`src/spwm_pkg.sv`:
```
// Summary of operation
// Period time base comes from one of three shared 8-bit timers via select field.
// Period equals (period limit + 1) times four oscillator periods times prescale.
// Period timer clears on the increment after it equals the period limit.
// Rollover sets the output pin high unless duty value is zero.
// Rollover copies programmed duty into shadow register and two-bit latch.
// Postscaler never affects period; only prescaler and period limit do.
// Duty is ten bits: eight high bits in one register, two LSBs in control bits 5:4.
// Duty writes accepted anytime but take effect only after the current period.
// In PWM mode the shadow register is readable but ignores software writes.
// High time equals duty value times oscillator period times prescale.
// Duty ratio is duty over 4(period+1); larger values hold output high.
// Duty is double buffered so the output never glitches on update.
// Time base is timer plus two low bits: clock phase or prescaler bits.
// Output goes low when ten-bit time base equals the buffered duty value.
// Software sequence: disable driver, configure, start timer, await flag, enable driver.
// Software may skip the flag wait if a truncated first period is acceptable.
// Selected timer counts up by one per prescaled tick while on, else holds.
package spwm_pkg;
  localparam int TIMER_COUNT = 3;
  localparam int TIMER_WIDTH = 8;
  localparam int DUTY_WIDTH = 10;
  localparam int PRE_WIDTH = 6;
  localparam int DUTY_LSB_HI = 5;
  localparam int DUTY_LSB_LO = 4;
  localparam logic [7:0] TIMER_RESET = 8'h00;
  localparam logic [1:0] PRESCALE_1 = 2'h0;
  localparam logic [1:0] PRESCALE_4 = 2'h1;
  localparam logic [1:0] PRESCALE_16 = 2'h2;
  localparam logic [1:0] PRESCALE_64 = 2'h3;
  localparam logic [5:0] PRE_MAX_1 = 6'h00;
  localparam logic [5:0] PRE_MAX_4 = 6'h03;
  localparam logic [5:0] PRE_MAX_16 = 6'h0F;
  localparam logic [5:0] PRE_MAX_64 = 6'h3F;
  localparam logic [1:0] PHASE_LAST = 2'h3;
  localparam logic [9:0] DUTY_RESET = 10'h000;
endpackage : spwm_pkg

```
`src/spwm_tick_if.sv`:
```
// Prescaled tick bundle from one shared timer to the channel
interface spwm_tick_if;
  import spwm_pkg::*;
  logic incr;
  logic [7:0] count;
  logic [1:0] low;
  logic match;
  modport timer (output incr, output count, output low, output match);
  modport chan (input incr, input count, input low, input match);
endinterface : spwm_tick_if

```
`src/spwm_channel.sv`:
```
// Standard PWM channel with three shared timers
module spwm_channel
  import spwm_pkg::*;
(
  input wire logic clk, // System clock
  input wire logic resetn, // Sync reset, active low
  input wire logic pwmMode, // Channel in PWM mode
  input wire logic [1:0] timerChoice, // timer_choice_field
  input wire logic [7:0] dutyHighBits, // duty_high_bits_reg
  input wire logic [7:0] channelControl, // channel_control_reg
  input wire logic shadowWrEn, // Software write to shadow
  input wire logic [7:0] shadowWrData, // Shadow write data
  input wire logic [2:0] timerOn, // timer_on_bit per timer
  input wire logic [5:0] prescale, // prescale_field per timer, 2 bits each
  input wire logic [23:0] periodLimit, // period_limit_reg per timer, 8 bits each
  input wire logic [2:0] flagClear, // Clear timer_match_flag per timer
  output logic [7:0] dutyShadow, // duty_shadow_reg readback
  output logic [2:0] timerMatchFlag, // timer_match_flag per timer
  output logic [23:0] periodTimer, // period_timer values
  output logic pwmOut // pwm_output_pin
);
  logic [9:0] latch_q;
  logic [9:0] progDuty;
  logic pin_q;
  logic [2:0] flag_q;
  logic [2:0] incr;
  logic [2:0] match;
  logic [1:0] lows [TIMER_COUNT];
  logic [7:0] counts [TIMER_COUNT];
  logic selIncr;
  logic selMatch;
  logic [9:0] timeBase;
  logic rollover;
  logic roll_q;
  logic [1:0] selIdx;
  logic [1:0] selPre;
  logic [7:0] selLimit;
  logic selOn;
  logic [12:0] cfgNow;
  logic [12:0] cfg_q;
  logic [16:0] perExp;
  logic [16:0] perCnt_q;
  logic perValid_q;

  // Three shared timers
  for (genvar i = 0; i < TIMER_COUNT; i++)
  begin : g_tmr
    spwm_tick_if tick ();
    spwm_timer u_tmr (
      .clk(clk),
      .resetn(resetn),
      .timerOn(timerOn[i]),
      .prescale(prescale[2*i +: 2]),
      .periodLimit(periodLimit[8*i +: 8]),
      .tick(tick.timer)
    );
    assign incr[i] = tick.incr;
    assign match[i] = tick.match;
    assign lows[i] = tick.low;
    assign counts[i] = tick.count;
    assign periodTimer[8*i +: 8] = tick.count;
  end

  // Selected timer; unused code falls back to the first
  always_comb
  begin
    if (timerChoice == 2'h1)
    begin
      selIncr = incr[1];
      selMatch = match[1];
      timeBase = {counts[1], lows[1]};
    end
    else if (timerChoice == 2'h2)
    begin
      selIncr = incr[2];
      selMatch = match[2];
      timeBase = {counts[2], lows[2]};
    end
    else
    begin
      selIncr = incr[0];
      selMatch = match[0];
      timeBase = {counts[0], lows[0]};
    end
  end

  assign progDuty = {dutyHighBits, channelControl[DUTY_LSB_HI:DUTY_LSB_LO]};
  assign rollover = selIncr && selMatch;

  // Rollover seen one clock late; the pin sets from it so that both pin edges
  // carry the same register delay and the high time comes out exact
  always_ff @(posedge clk)
  begin
    if (!resetn)
      roll_q <= 1'b0;
    else
      roll_q <= rollover;
  end

  // Setup of the selected timer, used only by the period check
  always_comb
  begin
    if (timerChoice == 2'h3)
      selIdx = 2'h0;
    else
      selIdx = timerChoice;
    selPre = prescale[2*selIdx +: 2];
    selLimit = periodLimit[8*selIdx +: 8];
    selOn = timerOn[selIdx];
    perExp = (17'(selLimit) + 17'h00001) << ({1'b0, selPre, 1'b0} + 4'h2);
  end
  assign cfgNow = {timerChoice, selPre, selLimit, selOn};

  // Clocks since the last rollover; saturates so a stopped timer cannot wrap it
  always_ff @(posedge clk)
  begin
    if (!resetn || rollover)
      perCnt_q <= 17'h00001;
    else if (perCnt_q != 17'h1FFFF)
      perCnt_q <= perCnt_q + 17'h00001;
  end

  // Any setup change voids the period under way; first period after it is not judged
  always_ff @(posedge clk)
  begin
    if (!resetn)
    begin
      cfg_q <= '0;
      perValid_q <= 1'b0;
    end
    else
    begin
      cfg_q <= cfgNow;
      if (cfgNow != cfg_q)
        perValid_q <= 1'b0;
      else if (rollover)
        perValid_q <= 1'b1;
    end
  end

  // Whole periods last (limit + 1) x 4 x prescale clocks; postscale plays no part
  period_len_a: assert property (@(posedge clk) disable iff (!resetn)
    rollover && perValid_q |-> perCnt_q == perExp)
    else $error("period length wrong");

  // Match flags; set wins over clear
  always_ff @(posedge clk)
  begin
    if (!resetn)
      flag_q <= '0;
    else
      flag_q <= (flag_q & ~flagClear) | (incr & match);
  end

  // Flags follow every rollover, even one that meets a clear
  flag_set0_a: assert property (@(posedge clk) disable iff (!resetn)
    incr[0] && match[0] |=> timerMatchFlag[0])
    else $error("flag 0 not set at rollover");
  flag_set1_a: assert property (@(posedge clk) disable iff (!resetn)
    incr[1] && match[1] |=> timerMatchFlag[1])
    else $error("flag 1 not set at rollover");
  flag_set2_a: assert property (@(posedge clk) disable iff (!resetn)
    incr[2] && match[2] |=> timerMatchFlag[2])
    else $error("flag 2 not set at rollover");
  flag_clear_a: assert property (@(posedge clk) disable iff (!resetn)
    flagClear[0] && !(incr[0] && match[0]) |=> !timerMatchFlag[0])
    else $error("flag 0 not cleared");

  // Double buffer: in PWM mode latch only at rollover so mid-period writes cannot glitch
  always_ff @(posedge clk)
  begin
    if (!resetn)
      latch_q <= DUTY_RESET;
    else if (pwmMode && rollover)
      latch_q <= progDuty;
    else if (!pwmMode && shadowWrEn)
      latch_q <= {shadowWrData, latch_q[1:0]};
  end

  // Pin: set a clock after rollover, cleared at duty match; duty beyond period stays high
  always_ff @(posedge clk)
  begin
    if (!resetn || !pwmMode)
      pin_q <= 1'b0;
    else if (roll_q)
      pin_q <= (latch_q != DUTY_RESET);
    else if (timeBase == latch_q)
      pin_q <= 1'b0;
  end

  assign dutyShadow = latch_q[9:2];
  assign timerMatchFlag = flag_q;
  assign pwmOut = pin_q;

  // Pin is high two clocks after every rollover when duty is nonzero
  rollover_high_a: assert property (@(posedge clk) disable iff (!resetn)
    pwmMode && rollover && progDuty != DUTY_RESET ##1 pwmMode |=> pwmOut)
    else $error("pin not set at rollover");
  zero_duty_a: assert property (@(posedge clk) disable iff (!resetn)
    pwmMode && rollover && progDuty == DUTY_RESET |=> ##1 !pwmOut)
    else $error("pin set with zero duty");
  shadow_load_a: assert property (@(posedge clk) disable iff (!resetn)
    pwmMode && rollover |=> latch_q == $past(progDuty))
    else $error("shadow not loaded");
  shadow_hold_a: assert property (@(posedge clk) disable iff (!resetn)
    pwmMode && $past(pwmMode) && !$past(rollover) |-> $stable(latch_q))
    else $error("shadow changed mid period");
  duty_clear_a: assert property (@(posedge clk) disable iff (!resetn)
    pwmMode && !roll_q && timeBase == latch_q |=> !pwmOut)
    else $error("pin not cleared at duty match");
  pin_off_a: assert property (@(posedge clk) disable iff (!resetn)
    !pwmMode |=> !pwmOut)
    else $error("pin high outside pwm mode");
  // Between set and clear events the pin must not move
  pin_glitch_a: assert property (@(posedge clk) disable iff (!resetn)
    $past(resetn) && $past(pwmMode) && !$past(roll_q)
      && $past(timeBase) != $past(latch_q) |-> $stable(pwmOut))
    else $error("pin glitched mid period");
  timer_wrap_a: assert property (@(posedge clk) disable iff (!resetn)
    incr[0] && match[0] |=> counts[0] == TIMER_RESET)
    else $error("timer did not wrap");
  timer_step_a: assert property (@(posedge clk) disable iff (!resetn)
    incr[0] && !match[0] |=> counts[0] == $past(counts[0]) + 8'h01)
    else $error("timer did not step");
  timer_idle_a: assert property (@(posedge clk) disable iff (!resetn)
    !timerOn[0] |=> $stable(counts[0]))
    else $error("stopped timer moved");
  // The other two timers follow the same counting rules
  timer1_wrap_a: assert property (@(posedge clk) disable iff (!resetn)
    incr[1] && match[1] |=> counts[1] == TIMER_RESET)
    else $error("timer 1 did not wrap");
  timer1_step_a: assert property (@(posedge clk) disable iff (!resetn)
    incr[1] && !match[1] |=> counts[1] == $past(counts[1]) + 8'h01)
    else $error("timer 1 did not step");
  timer1_idle_a: assert property (@(posedge clk) disable iff (!resetn)
    !timerOn[1] |=> $stable(counts[1]))
    else $error("stopped timer 1 moved");
  timer2_wrap_a: assert property (@(posedge clk) disable iff (!resetn)
    incr[2] && match[2] |=> counts[2] == TIMER_RESET)
    else $error("timer 2 did not wrap");
  timer2_step_a: assert property (@(posedge clk) disable iff (!resetn)
    incr[2] && !match[2] |=> counts[2] == $past(counts[2]) + 8'h01)
    else $error("timer 2 did not step");
  timer2_idle_a: assert property (@(posedge clk) disable iff (!resetn)
    !timerOn[2] |=> $stable(counts[2]))
    else $error("stopped timer 2 moved");
endmodule : spwm_channel

```
`src/spwm_timer.sv`:
```
// One shared 8-bit period timer with prescaler
module spwm_timer
  import spwm_pkg::*;
(
  input wire logic clk, // System clock
  input wire logic resetn, // Sync reset, active low
  input wire logic timerOn, // timer_on_bit
  input wire logic [1:0] prescale, // prescale_field
  input wire logic [7:0] periodLimit, // period_limit_reg
  spwm_tick_if.timer tick // Tick bundle out
);
  logic [5:0] pre_q;
  logic [7:0] cnt_q;
  logic [5:0] preMax;
  logic [1:0] ph_q;
  logic phaseEnd;

  // Ratio decode; postscaler deliberately absent
  always_comb
  begin
    case (prescale)
      PRESCALE_1: preMax = PRE_MAX_1;
      PRESCALE_4: preMax = PRE_MAX_4;
      PRESCALE_16: preMax = PRE_MAX_16;
      default: preMax = PRE_MAX_64;
    endcase
  end

  // Prescaler; each clk is one oscillator period (phase counts quarter-cycles)
  always_ff @(posedge clk)
  begin
    if (!resetn || !timerOn)
      pre_q <= '0;
    else if (pre_q >= preMax)
      pre_q <= '0;
    else
      pre_q <= pre_q + 6'h01;
  end

  // Increment on the tick that ends four oscillator periods of prescale
  assign tick.incr = timerOn && (pre_q >= preMax) && (pre_q[1:0] == PHASE_LAST
    || preMax == PRE_MAX_1) && phaseEnd;
  // Phase of instruction cycle for 1:1
  always_ff @(posedge clk)
  begin
    if (!resetn || !timerOn)
      ph_q <= '0;
    else if (preMax == PRE_MAX_1 || pre_q >= preMax)
      ph_q <= ph_q + 2'h1;
  end
  assign phaseEnd = (ph_q == PHASE_LAST);

  // Timer counter with match rollover
  always_ff @(posedge clk)
  begin
    if (!resetn)
      cnt_q <= TIMER_RESET;
    else if (tick.incr)
      cnt_q <= tick.match ? TIMER_RESET : cnt_q + 8'h01;
  end

  assign tick.count = cnt_q;
  assign tick.match = (cnt_q == periodLimit);
  // Low two bits of the time base
  assign tick.low = ph_q;
endmodule : spwm_timer

```
`config.mk`:
```
export PLATFORM = sky130hd
export DESIGN_NAME = spwm_channel
export DESIGN_NICKNAME = d
export VERILOG_FILES = /design/src/spwm_pkg.sv /design/src/spwm_tick_if.sv /design/src/spwm_channel.sv /design/src/spwm_timer.sv
export SDC_FILE = /design/constraint.sdc
export NUM_CORES = 1
export LEC_CHECK = 0
export BUFFER_PORTS_ARGS = -buffer_cell sky130_fd_sc_hd__buf_2
export CAP_MARGIN = 20
export CORE_UTILIZATION = 48
export DETAILED_ROUTE_END_ITERATION = 10
export PLACE_DENSITY = 0.84
export SYNTH_ARGS = -nofsm -noshare
export SYNTH_HDL_FRONTEND = slang
export SYNTH_SLANG_ARGS = --single-unit
```
`constraint.sdc`:
```
create_clock -name clk -period 2 [get_ports clk]
set_input_delay 0.2 -clock clk [delete_from_list [all_inputs] [get_ports clk]]
set_output_delay 0.2 -clock clk [all_outputs]
set_load 0.005 [all_outputs]
```
* After elaboration in Yosys (flattened, before gate mapping)
Index checks and enable logic that the tools add are counted.
** Word-level totals
- Bits in registers :: 63
- Bits in latches :: 0
- Memory bits (writable) :: 0
- Bits in read-only memories :: 0
- Input bits :: 66
- Memories :: 0
** Operators by class
- Add/sub/neg operators :: 9
- $mul :: 0
- Divide/modulo/power cells :: 0
- $lt $le $gt $ge :: 3
- Eq/ne operators :: 18
- Shift-type cells :: 0
- Muxes and demuxes :: 16
- Bitwise logic cells :: 4
- Reduce and logical (&&, ||, !) cells :: 39
** Operator list (count)
- $pmux W6 S3 :: 3
- $mux W10 :: 4
- $add A8 B1 Y8 const B :: 3
- $eq A8 B8 Y1 :: 3
- $mux W8 :: 3
- $eq A2 B2 Y1 const B :: 10
- $add A6 B1 Y6 const B :: 3
- $ge A6 B6 Y1 :: 3
- $logic_not A6 Y1 :: 3
- $logic_and A1 B1 Y1 :: 12
- $eq A10 B10 Y1 :: 1
- $logic_or A1 B1 Y1 :: 10
- $reduce_bool A10 Y1 :: 1
- $eq A2 B1 Y1 const B :: 4
- $add A2 B1 Y2 const B :: 3
- $and A3 B3 Y3 :: 2
- $logic_not A2 Y1 :: 3
- $mux W1 :: 6
- $reduce_or A2 Y1 :: 3
- $logic_not A1 Y1 :: 5
- $reduce_bool A2 Y1 :: 2
- $not A3 Y3 :: 1
- $or A3 B3 Y3 :: 1

* Longest topological paths before layout
Gate-level depths: netlist (run 1).
- Word-level depth :: 11
- Mapped depth :: 10
- Depth with buffers taken out :: 9

* Hierarchy
Synthesis (run 1) repeated with hierarchy kept, for this count alone.
** Unflattened totals
- Cells, all modules :: 477
- Area total of the unflattened synthesis :: 4296.6 um^2
** Modules (own cells, without submodules)
- spwm_timer at g_tmr[1].u_tmr ... :: times used 2, cells an instance 115, area each 1043.5 um^2
- spwm_channel :: times used 1, cells an instance 132, area each 1154.9 um^2
- spwm_timer at g_tmr[0].u_tmr :: times used 1, cells an instance 115, area each 1054.8 um^2

* Worst setup path before layout (run 1)
Ideal clock, no wire load.
- Path type :: input to register
- Start :: input port prescale[3]
- End :: register g_tmr[1].u_tmr.cnt_q[7]
- Setup time :: 72 ps
- Arrival time :: 1937 ps
- Data required time :: 1928 ps
- Path slack :: -8 ps
- Stages :: 9
- Buffers on the path :: 0
- Cell sequence :: nor2_1 inv_1 ha_1 nand2b_1 a21oi_1 o21ai_2 nand3_1 or4_1 a21oi_1
** Between the ends
- Cells in the longest elaborated chain, start to end :: 6
- Elaborated cells on any way between the ends :: 10
** RTL lines
- start, declared :: line spwm_channel.sv:14 : input wire logic [5:0] prescale,
- $eq A2 B2 Y1, or another cell as far along :: line spwm_timer.sv:21 : case (prescale)
- $pmux W6 S3 * :: line spwm_timer.sv:21
- $ge A6 B6 Y1 / $logic_not A6 Y1 (equally long branches) :: line spwm_timer.sv:41, spwm_timer.sv:42
- $logic_and A1 B1 Y1 / $logic_or A1 B1 Y1 (equally long branches) :: line spwm_timer.sv:41, spwm_timer.sv:42
- $logic_and A1 B1 Y1 * :: line spwm_timer.sv:41 : assign tick.incr = timerOn && (pre_q >= preMax) && (pre_q[1:0] == PHASE_LAST
- $logic_and A1 B1 Y1 * :: line spwm_timer.sv:42 : || preMax == PRE_MAX_1) && phaseEnd;
- end signal, assigned :: line spwm_timer.sv:59 : cnt_q <= tick.match ? TIMER_RESET : cnt_q + 8'h01;
- end, declared :: line spwm_timer.sv:13 : logic [7:0] cnt_q;
Every way passes the cells marked *; elsewhere a longest branch is shown, timed or not.
A chain may end at the register's enable or synchronous reset.

* Worst setup path after layout (run 1)
- Start :: register g_tmr[2].u_tmr.pre_q[0]
- End :: register latch_q[0]
** Between the ends
- Cells in the longest elaborated chain, start to end :: 9
- Elaborated cells on any way between the ends :: 11
** RTL lines
- start, declared :: line spwm_timer.sv:12 : logic [5:0] pre_q;
- start signal, assigned :: line spwm_timer.sv:37 : pre_q <= pre_q + 6'h01;
- $ge A6 B6 Y1 / $eq A2 B2 Y1 (equally long branches) :: line spwm_timer.sv:41
- $logic_and A1 B1 Y1 / $logic_or A1 B1 Y1 (equally long branches) :: line spwm_timer.sv:41, spwm_timer.sv:42
- $logic_and A1 B1 Y1 * :: line spwm_timer.sv:41
- $logic_and A1 B1 Y1 * :: line spwm_timer.sv:42
- $mux W1 * :: line spwm_channel.sv:73 : else if (timerChoice == 2'h2)
- $mux W1 * :: line spwm_channel.sv:67 : if (timerChoice == 2'h1)
- $logic_and A1 B1 Y1 * :: line spwm_channel.sv:88 : assign rollover = selIncr && selMatch;
- $logic_and A1 B1 Y1 * :: line spwm_channel.sv:174 : else if (pwmMode && rollover)
- $mux W10 :: line spwm_channel.sv:174
- end signal, assigned :: line spwm_channel.sv:175 : latch_q <= progDuty;
- end signal, assigned :: line spwm_channel.sv:177 : latch_q <= {shadowWrData, latch_q[1:0]};
- end, declared :: line spwm_channel.sv:22 : logic [9:0] latch_q;
Marks and branches as above.

==> flow_metrics.py, run 1 <==
metrics = {
    "outcome": {
        "status": "finished with violations",
        "violations": "negative setup slack",
    },
    "placed_design": {
        "placed_area_um2": 4660,
        "pre_cts_slack_ps": -309,
        "gp_congestion": 0.914,
        "port-buffer-count": 95,
        "dp_hpwl_mm": 7.75,
    },
    "floorplanning": {
        "ios": 102,
        "die_width_um": 91.8,
        "start_util_pct": 49.8,
        "die-area_um2": 8420,
        "rows": 32,
        "coreArea_um2": 7770,
        "die_y_um": 91.8,
    },
    "setup_path": {
        "end_kind": "flop",
        "cpMaxStageDelayCell": "o311ai_4",
        "max_stage_delay_ps": 350,
        "arrival_ps": 2300,
        "crit_required_ps": 2280,
        "cp_cell_sequence": "inv_2 > ha_4 > nand2b_4 > a31oi_4 > o21ai_2 > nand4_1 > o311ai_4 > buf_6 > mux2i_1",
        "critPathLaunchType": "flop",
        "crit_buf_inv": 2,
        "crit_type": "flop to flop",
        "path_max_fanout": 5,
        "cp_top_family": "compound AO/OA/AOI/OAI gates",
    },
    "drt": {
        "num_vias": 3850,
        "wirelength_mm": 10.7,
        "drtPass1Iterations": 5,
        "first_iter_violations": 204,
        "drc_errors": 0,
        "antenna_left": 0,
        "via_per_inst": 5.56,
        "wire_per_inst_um": 15.4,
    },
    "grt": {
        "antenna_found_initial": 0,
        "grtUsageTotal_pct": 24.8,
        "grt_pass1_wl_mm": 16.6,
        "grt_pass1_vias": 3685,
        "grt_overflow": 0,
        "grt_max_degree": 19,
    },
    "timing": {
        "clock_skew_ps": 8.39,
        "rsz0062_at_grt": "yes",
        "setup_violations": 6,
        "finalCriticalPeriod_ps": 2020,
        "setup_slack_ps": -24.9,
        "maxSlewHeadroom_pct": 70.8,
        "period_share_pct": 101,
        "report.final.hold_viol_count": 0,
        "fmax_mhz": 494,
        "worst_pin_slew_ps": 439,
        "setup_tns_ps": -80.9,
        "maxSlewViolCount": 0,
    },
    "cells_and_area": {
        "multi_input_area_um2": 2510,
        "final_cell_mix": "95 x buf_2, 63 x nor2_1, 57 x dfxtp_1",
        "stdcell_area_um2": 5050,
        "regArea_um2": 1270,
        "diodes": 0,
        "nNetsFinal": 679,
        "fill_cells": 609,
        "post-route-util_pct": 65.0,
        "area_growth_pct": 30.6,
        "drive_gt1_share_pct": 34.0,
        "final_common_cell": "buf_2",
    },
    "power_and_ir_drop": {
        "vdd_ir_drop_max_v": 0.000368,
        "finalPower_uw": 2870,
        "p_per_area_nw_per_um2": 568,
        "p_leak_uw": 0.00239,
    },
    "yosys": {
        "synth-edff-count": 0,
        "synthesis.nets": 550,
        "synth_cell_types": 48,
        "yosysWarnings": 0,
        "synth_ff_type": "dfxtp_1",
        "syn_avg_cell_area_um2": 8.46,
        "seq_area_frac_synth_pct": 32.6,
        "async_flop_share_pct": 0,
        "synth.cell_area_um2": 3870,
        "ys_ff_latch": 63,
        "synthCells": 457,
    },
    "hold_path": {
        "hold_class": "input port to flop",
    },
    "cts": {
        "numCtsBuffers": 9,
        "cts_root_buf": "clkbuf_8",
        "insertion_delay_ps": 350,
        "htree_levels": 3,
        "clock_sinks": 63,
        "cts_buffer_depth": 2,
        "cts_tree": "yes",
        "cts.clk_slew.worst_paths_ps": 70,
    },
    "run": {
        "maxCapViolCount": 0,
    },
}
==> cell usage after synthesis (3+ instances only) <==
library cell  number  area (µm²)
nand3_1           17        85.1
nand4_1           21         131
nor4_1             5        31.3
clkbuf_1          12        45.0
dfxtp_1           63        1260
or2_2              3        18.8
a21oi_1           12        60.1
buf_4              9        67.6
or3_1              3        18.8
nor2_1            63         236
mux2_2             8        90.1
buf_2              4        20.0
o221ai_1           4        35.0
inv_1             15        56.3
ha_1              27         338
xnor2_1           24         210
and2_1             4        25.0
nand2b_1          11        68.8
o21ai_0            6        30.0
mux2i_1           13         130
xor2_1            43         377
nand2_1           47         176
a21boi_0           3        22.5
o211a_1            3        30.0
o22ai_1            4        25.0
or3b_1             3        26.3
==> state kept, by name, summed over array words and instances (netlist names) <==
register,count
roll_q,1
g_tmr.u_tmr.pre_q,18
pwmOut,1
latch_q,10
g_tmr.u_tmr.tick.count,24
g_tmr.u_tmr.tick.low,6
timerMatchFlag,3
==> cell type report <==
type | count | area share [%]
inverter | 15 | 1.11
multi-input combinational | 352 | 49.8
timing repair buffer | 145 | 17.3
sequential | 63 | 25.1
clock buffer | 13 | 3.34
clock inverter | 3 | 0.793
tap | 102 | 2.53
==> timing repair <==
action,CTS,global route
pin swaps,0,14
setup buffers,0,5
setup endpoints to repair,10,36
hold buffers,0,0
cloned,0,1
gates resized for setup,3,29
==> routing by layer <==
layer  global-route usage [%]  vias up  routed length [µm]
li1                         -     1827                   -
met2                     43.3      187                5330
met5                        0        -                   0
met4                     11.7        0                 304
met1                     29.2     1801                4330
met3                     4.98       35                 738
==> report_power, final <==
group	leakage, µW	total, µW	internal, µW	switching [µW]
logic	0.00176	395	198	197
registers	0.000512	1290	1270	19.2
clock network	0.000109	1180	674	504
==> final timing paths <==
check / startpoint / depth (start not counted) / slack, ps / to
setup / recovery: g_tmr[2].u_tmr.pre_q[0] / 9 / -20 / latch_q[0]
hold / removal: channelControl[5] / 3 / 100 / latch_q[1]
setup reg to reg: g_tmr[2].u_tmr.pre_q[0] / 9 / -20 / latch_q[0]
hold reg to reg: timerMatchFlag[2] / 2 / 490 / timerMatchFlag[2]
==> metrics by stage <==
| step | cells | hold slack (ps) |
|---|---|---|
| after global placement | 671 | 445 |
| after detailed placement | 671 | 454 |
| after global routing | 693 | 103 |
| after floorplan | 457 | 342 |
| final | 693 | 97.2 |
| after CTS | 687 | 88.2 |
==> worst register-to-register path, cell delays in order, from the launching register on <==
cell and delay, ps:
dfxtp_2 340, inv_2 40, ha_4 250, nand2b_4 120
a31oi_4 80, o21ai_2 170, nand4_1 230, o311ai_4 350
buf_6 190, mux2i_1 190
==> cell families (layout without fill, tap and decap cells) <==
group / after synthesis / count (layout) / synth area share, %
flip-flops: 63 / 63 / 32.6
adder cells (fa/ha/maj): 27 / 27 / 8.73
AO/OA/AOI/OAI: 48 / 48 / 8.80
AND/OR/NAND/NOR: 189 / 189 / 23.5
multiplexers: 21 / 21 / 5.69
XOR/XNOR: 67 / 67 / 15.2
buffers and inverters: 42 / 176 / 5.47
Power figures use the tool's default switching activity.
==> inputs of run 2 (changes only) <==
MAX_ROUTING_LAYER = met4   (was unset)
==> run 2 against run 1 <==
Non-clock buffer count is 2 lower. First-iteration DRC count is 35% lower. Hold slack lost 1.1 ps. Sequential power is essentially flat. Die area did not move. The flow still finishes with violations (negative setup slack). Register-to-register slack worse by 30 ps. Clock skew up 2.4 ps. Global-route usage is 1.2 points lower. Sequential cell count unchanged. Utilization barely moved. Largest cell class unchanged. Fmax is 1.5% lower. Design area is essentially flat.
==> flow_metrics.py, run 2 (same netlist as run 1, synthesis figures left out) <==
metrics = {
    "timing": {
        "maxSlewViolCount": 0,
        "setup_slack_ps": -55.9,
        "finalCriticalPeriod_ps": 2060,
        "worst_pin_slew_ps": 389,
        "fmax_mhz": 486,
        "clock_skew_ps": 10.8,
        "setup_tns_ps": -332,
        "rsz0062_at_grt": "yes",
        "period_share_pct": 103,
        "report.final.hold_viol_count": 0,
        "setup_violations": 10,
        "maxSlewHeadroom_pct": 73.8,
    },
    "cts": {
        "cts_root_buf": "clkbuf_8",
        "insertion_delay_ps": 350,
        "cts_tree": "yes",
        "htree_levels": 3,
        "clock_sinks": 63,
        "cts_buffer_depth": 2,
        "numCtsBuffers": 9,
        "cts.clk_slew.worst_paths_ps": 70,
        "ctsHoldBuffers": 0,
    },
    "placed_design": {
        "dp_hpwl_mm": 7.48,
        "gp_congestion": 0.883,
        "port-buffer-count": 95,
        "place_inst": 670,
        "placed_area_um2": 4650,
    },
    "floorplanning": {
        "die_y_um": 91.8,
        "ios": 102,
        "rows": 32,
        "coreArea_um2": 7770,
        "die_width_um": 91.8,
        "start_util_pct": 49.8,
        "die-area_um2": 8420,
    },
    "drt": {
        "via_per_inst": 5.34,
        "antenna_left": 0,
        "wire_per_inst_um": 14.4,
        "wirelength_mm": 9.97,
        "drtPass1Iterations": 4,
        "drc_errors": 0,
        "first_iter_violations": 132,
        "num_vias": 3687,
    },
    "hold_path": {
        "hold_class": "input port to flop",
    },
    "setup_path": {
        "arrival_ps": 2330,
        "crit_buf_inv": 2,
        "cpMaxStageDelayCell": "o311ai_4",
        "max_stage_delay_ps": 360,
        "cp_cell_sequence": "inv_2 > ha_4 > nand2b_4 > a31oi_4 > o21ai_2 > nand4_1 > o311ai_4 > buf_6 > mux2i_1",
        "crit_type": "flop to flop",
        "critPathLaunchType": "flop",
        "cp_top_family": "compound AO/OA/AOI/OAI gates",
        "path_max_fanout": 5,
        "crit_required_ps": 2270,
        "end_kind": "flop",
    },
    "cells_and_area": {
        "drive_gt1_share_pct": 33.3,
        "stdcell_area_um2": 5050,
        "nNetsFinal": 677,
        "diodes": 0,
        "area_growth_pct": 30.6,
        "largest_register_ffs": 24,
        "final_cell_mix": "95 x buf_2, 63 x nor2_1, 57 x dfxtp_1",
        "post-route-util_pct": 65.0,
        "fill_cells": 629,
        "stdcell_count": 691,
        "final_common_cell": "buf_2",
    },
    "grt": {
        "grt_max_degree": 18,
        "grt_pass1_wl_mm": 15.4,
        "grtUsageTotal_pct": 23.7,
        "grt_overflow": 0,
        "grt_pass1_vias": 3386,
        "antenna_found_initial": 0,
    },
    "power_and_ir_drop": {
        "p_per_area_nw_per_um2": 600,
        "vdd_ir_drop_max_v": 0.000374,
        "finalPower_uw": 3030,
        "p_leak_uw": 0.00236,
    },
    "outcome": {
        "status": "finished with violations",
        "violations": "negative setup slack",
    },
    "run": {
        "maxCapViolCount": 0,
    },
}
==> run 2: cell types whose count changed in the layout (fill, tap and decap cells not counted), sizes merged <==
cell	previous run	this run
bufinv	1	3
clkinvlp	0	3
clkbuf	13	9
buf	145	143
clkinv	2	1
==> run 2: repair_timing <==
action	4_1_cts	5_1_grt
resized for setup	2	25
pin swaps	0	3
setup endpoints to repair	11	25
gates cloned	0	1
buffers inserted	1	3
==> run 2: routing by layer <==
| metal | part of all wire, % | vias to the layer above | GRT usage (%) | routed length, µm |
|---|---|---|---|---|
| li1 | - | 1824 | - | - |
| met1 | 42 | 1701 | 28.2 | 4140 |
| met4 | 3.2 | 0 | 10.8 | 318 |
| met5 | 0 | - | - | 0 |
| met2 | 49 | 132 | 39.0 | 4880 |
| met3 | 6.3 | 30 | 4.31 | 623 |
==> run 2: area by class of cell <==
class / instances / area [µm²] / share of cell area (%)
multi-input combinational: 352 / 2510 / 49.7
sequential: 63 / 1270 / 25.1
timing repair buffer: 143 / 843 / 16.7
tap: 102 / 128 / 2.53
clock buffer: 9 / 124 / 2.45
clock inverter: 7 / 121 / 2.40
inverter: 15 / 56.3 / 1.11
==> run 2: stage by stage <==
step / hold WS [ps] / setup slack (ps)
floorplan: 342 / 5.65
finish: 96.1 / -55.9
CTS: 91.9 / 6.81
global placement: 445 / -121
detailed placement: 458 / -338
global route: 101 / -179
==> run 2: tightest hold or removal path, cell delays in order <==
cell,delay [ps]
buf_2,90
nand2_1,40
mux2i_1,50
==> run 2: path summary, 6_finish.rpt <==
kind | from | to | slack (ps) | cells after the start
max reg2reg | g_tmr[2].u_tmr.pre_q[0] | latch_q[3] | -60 | 9
max | g_tmr[2].u_tmr.pre_q[0] | latch_q[3] | -60 | 9
min | dutyHighBits[4] | latch_q[6] | 100 | 3
min reg2reg | g_tmr[0].u_tmr.pre_q[0] | g_tmr[0].u_tmr.pre_q[0] | 440 | 1
==> run 2: report_power, final <==
group | leakage, µW | total (µW) | internal, µW | switching (µW)
Clock | 0.000112 | 1360 | 829 | 527
Combinational | 0.00174 | 383 | 192 | 191
Sequential | 0.000512 | 1290 | 1270 | 19.5
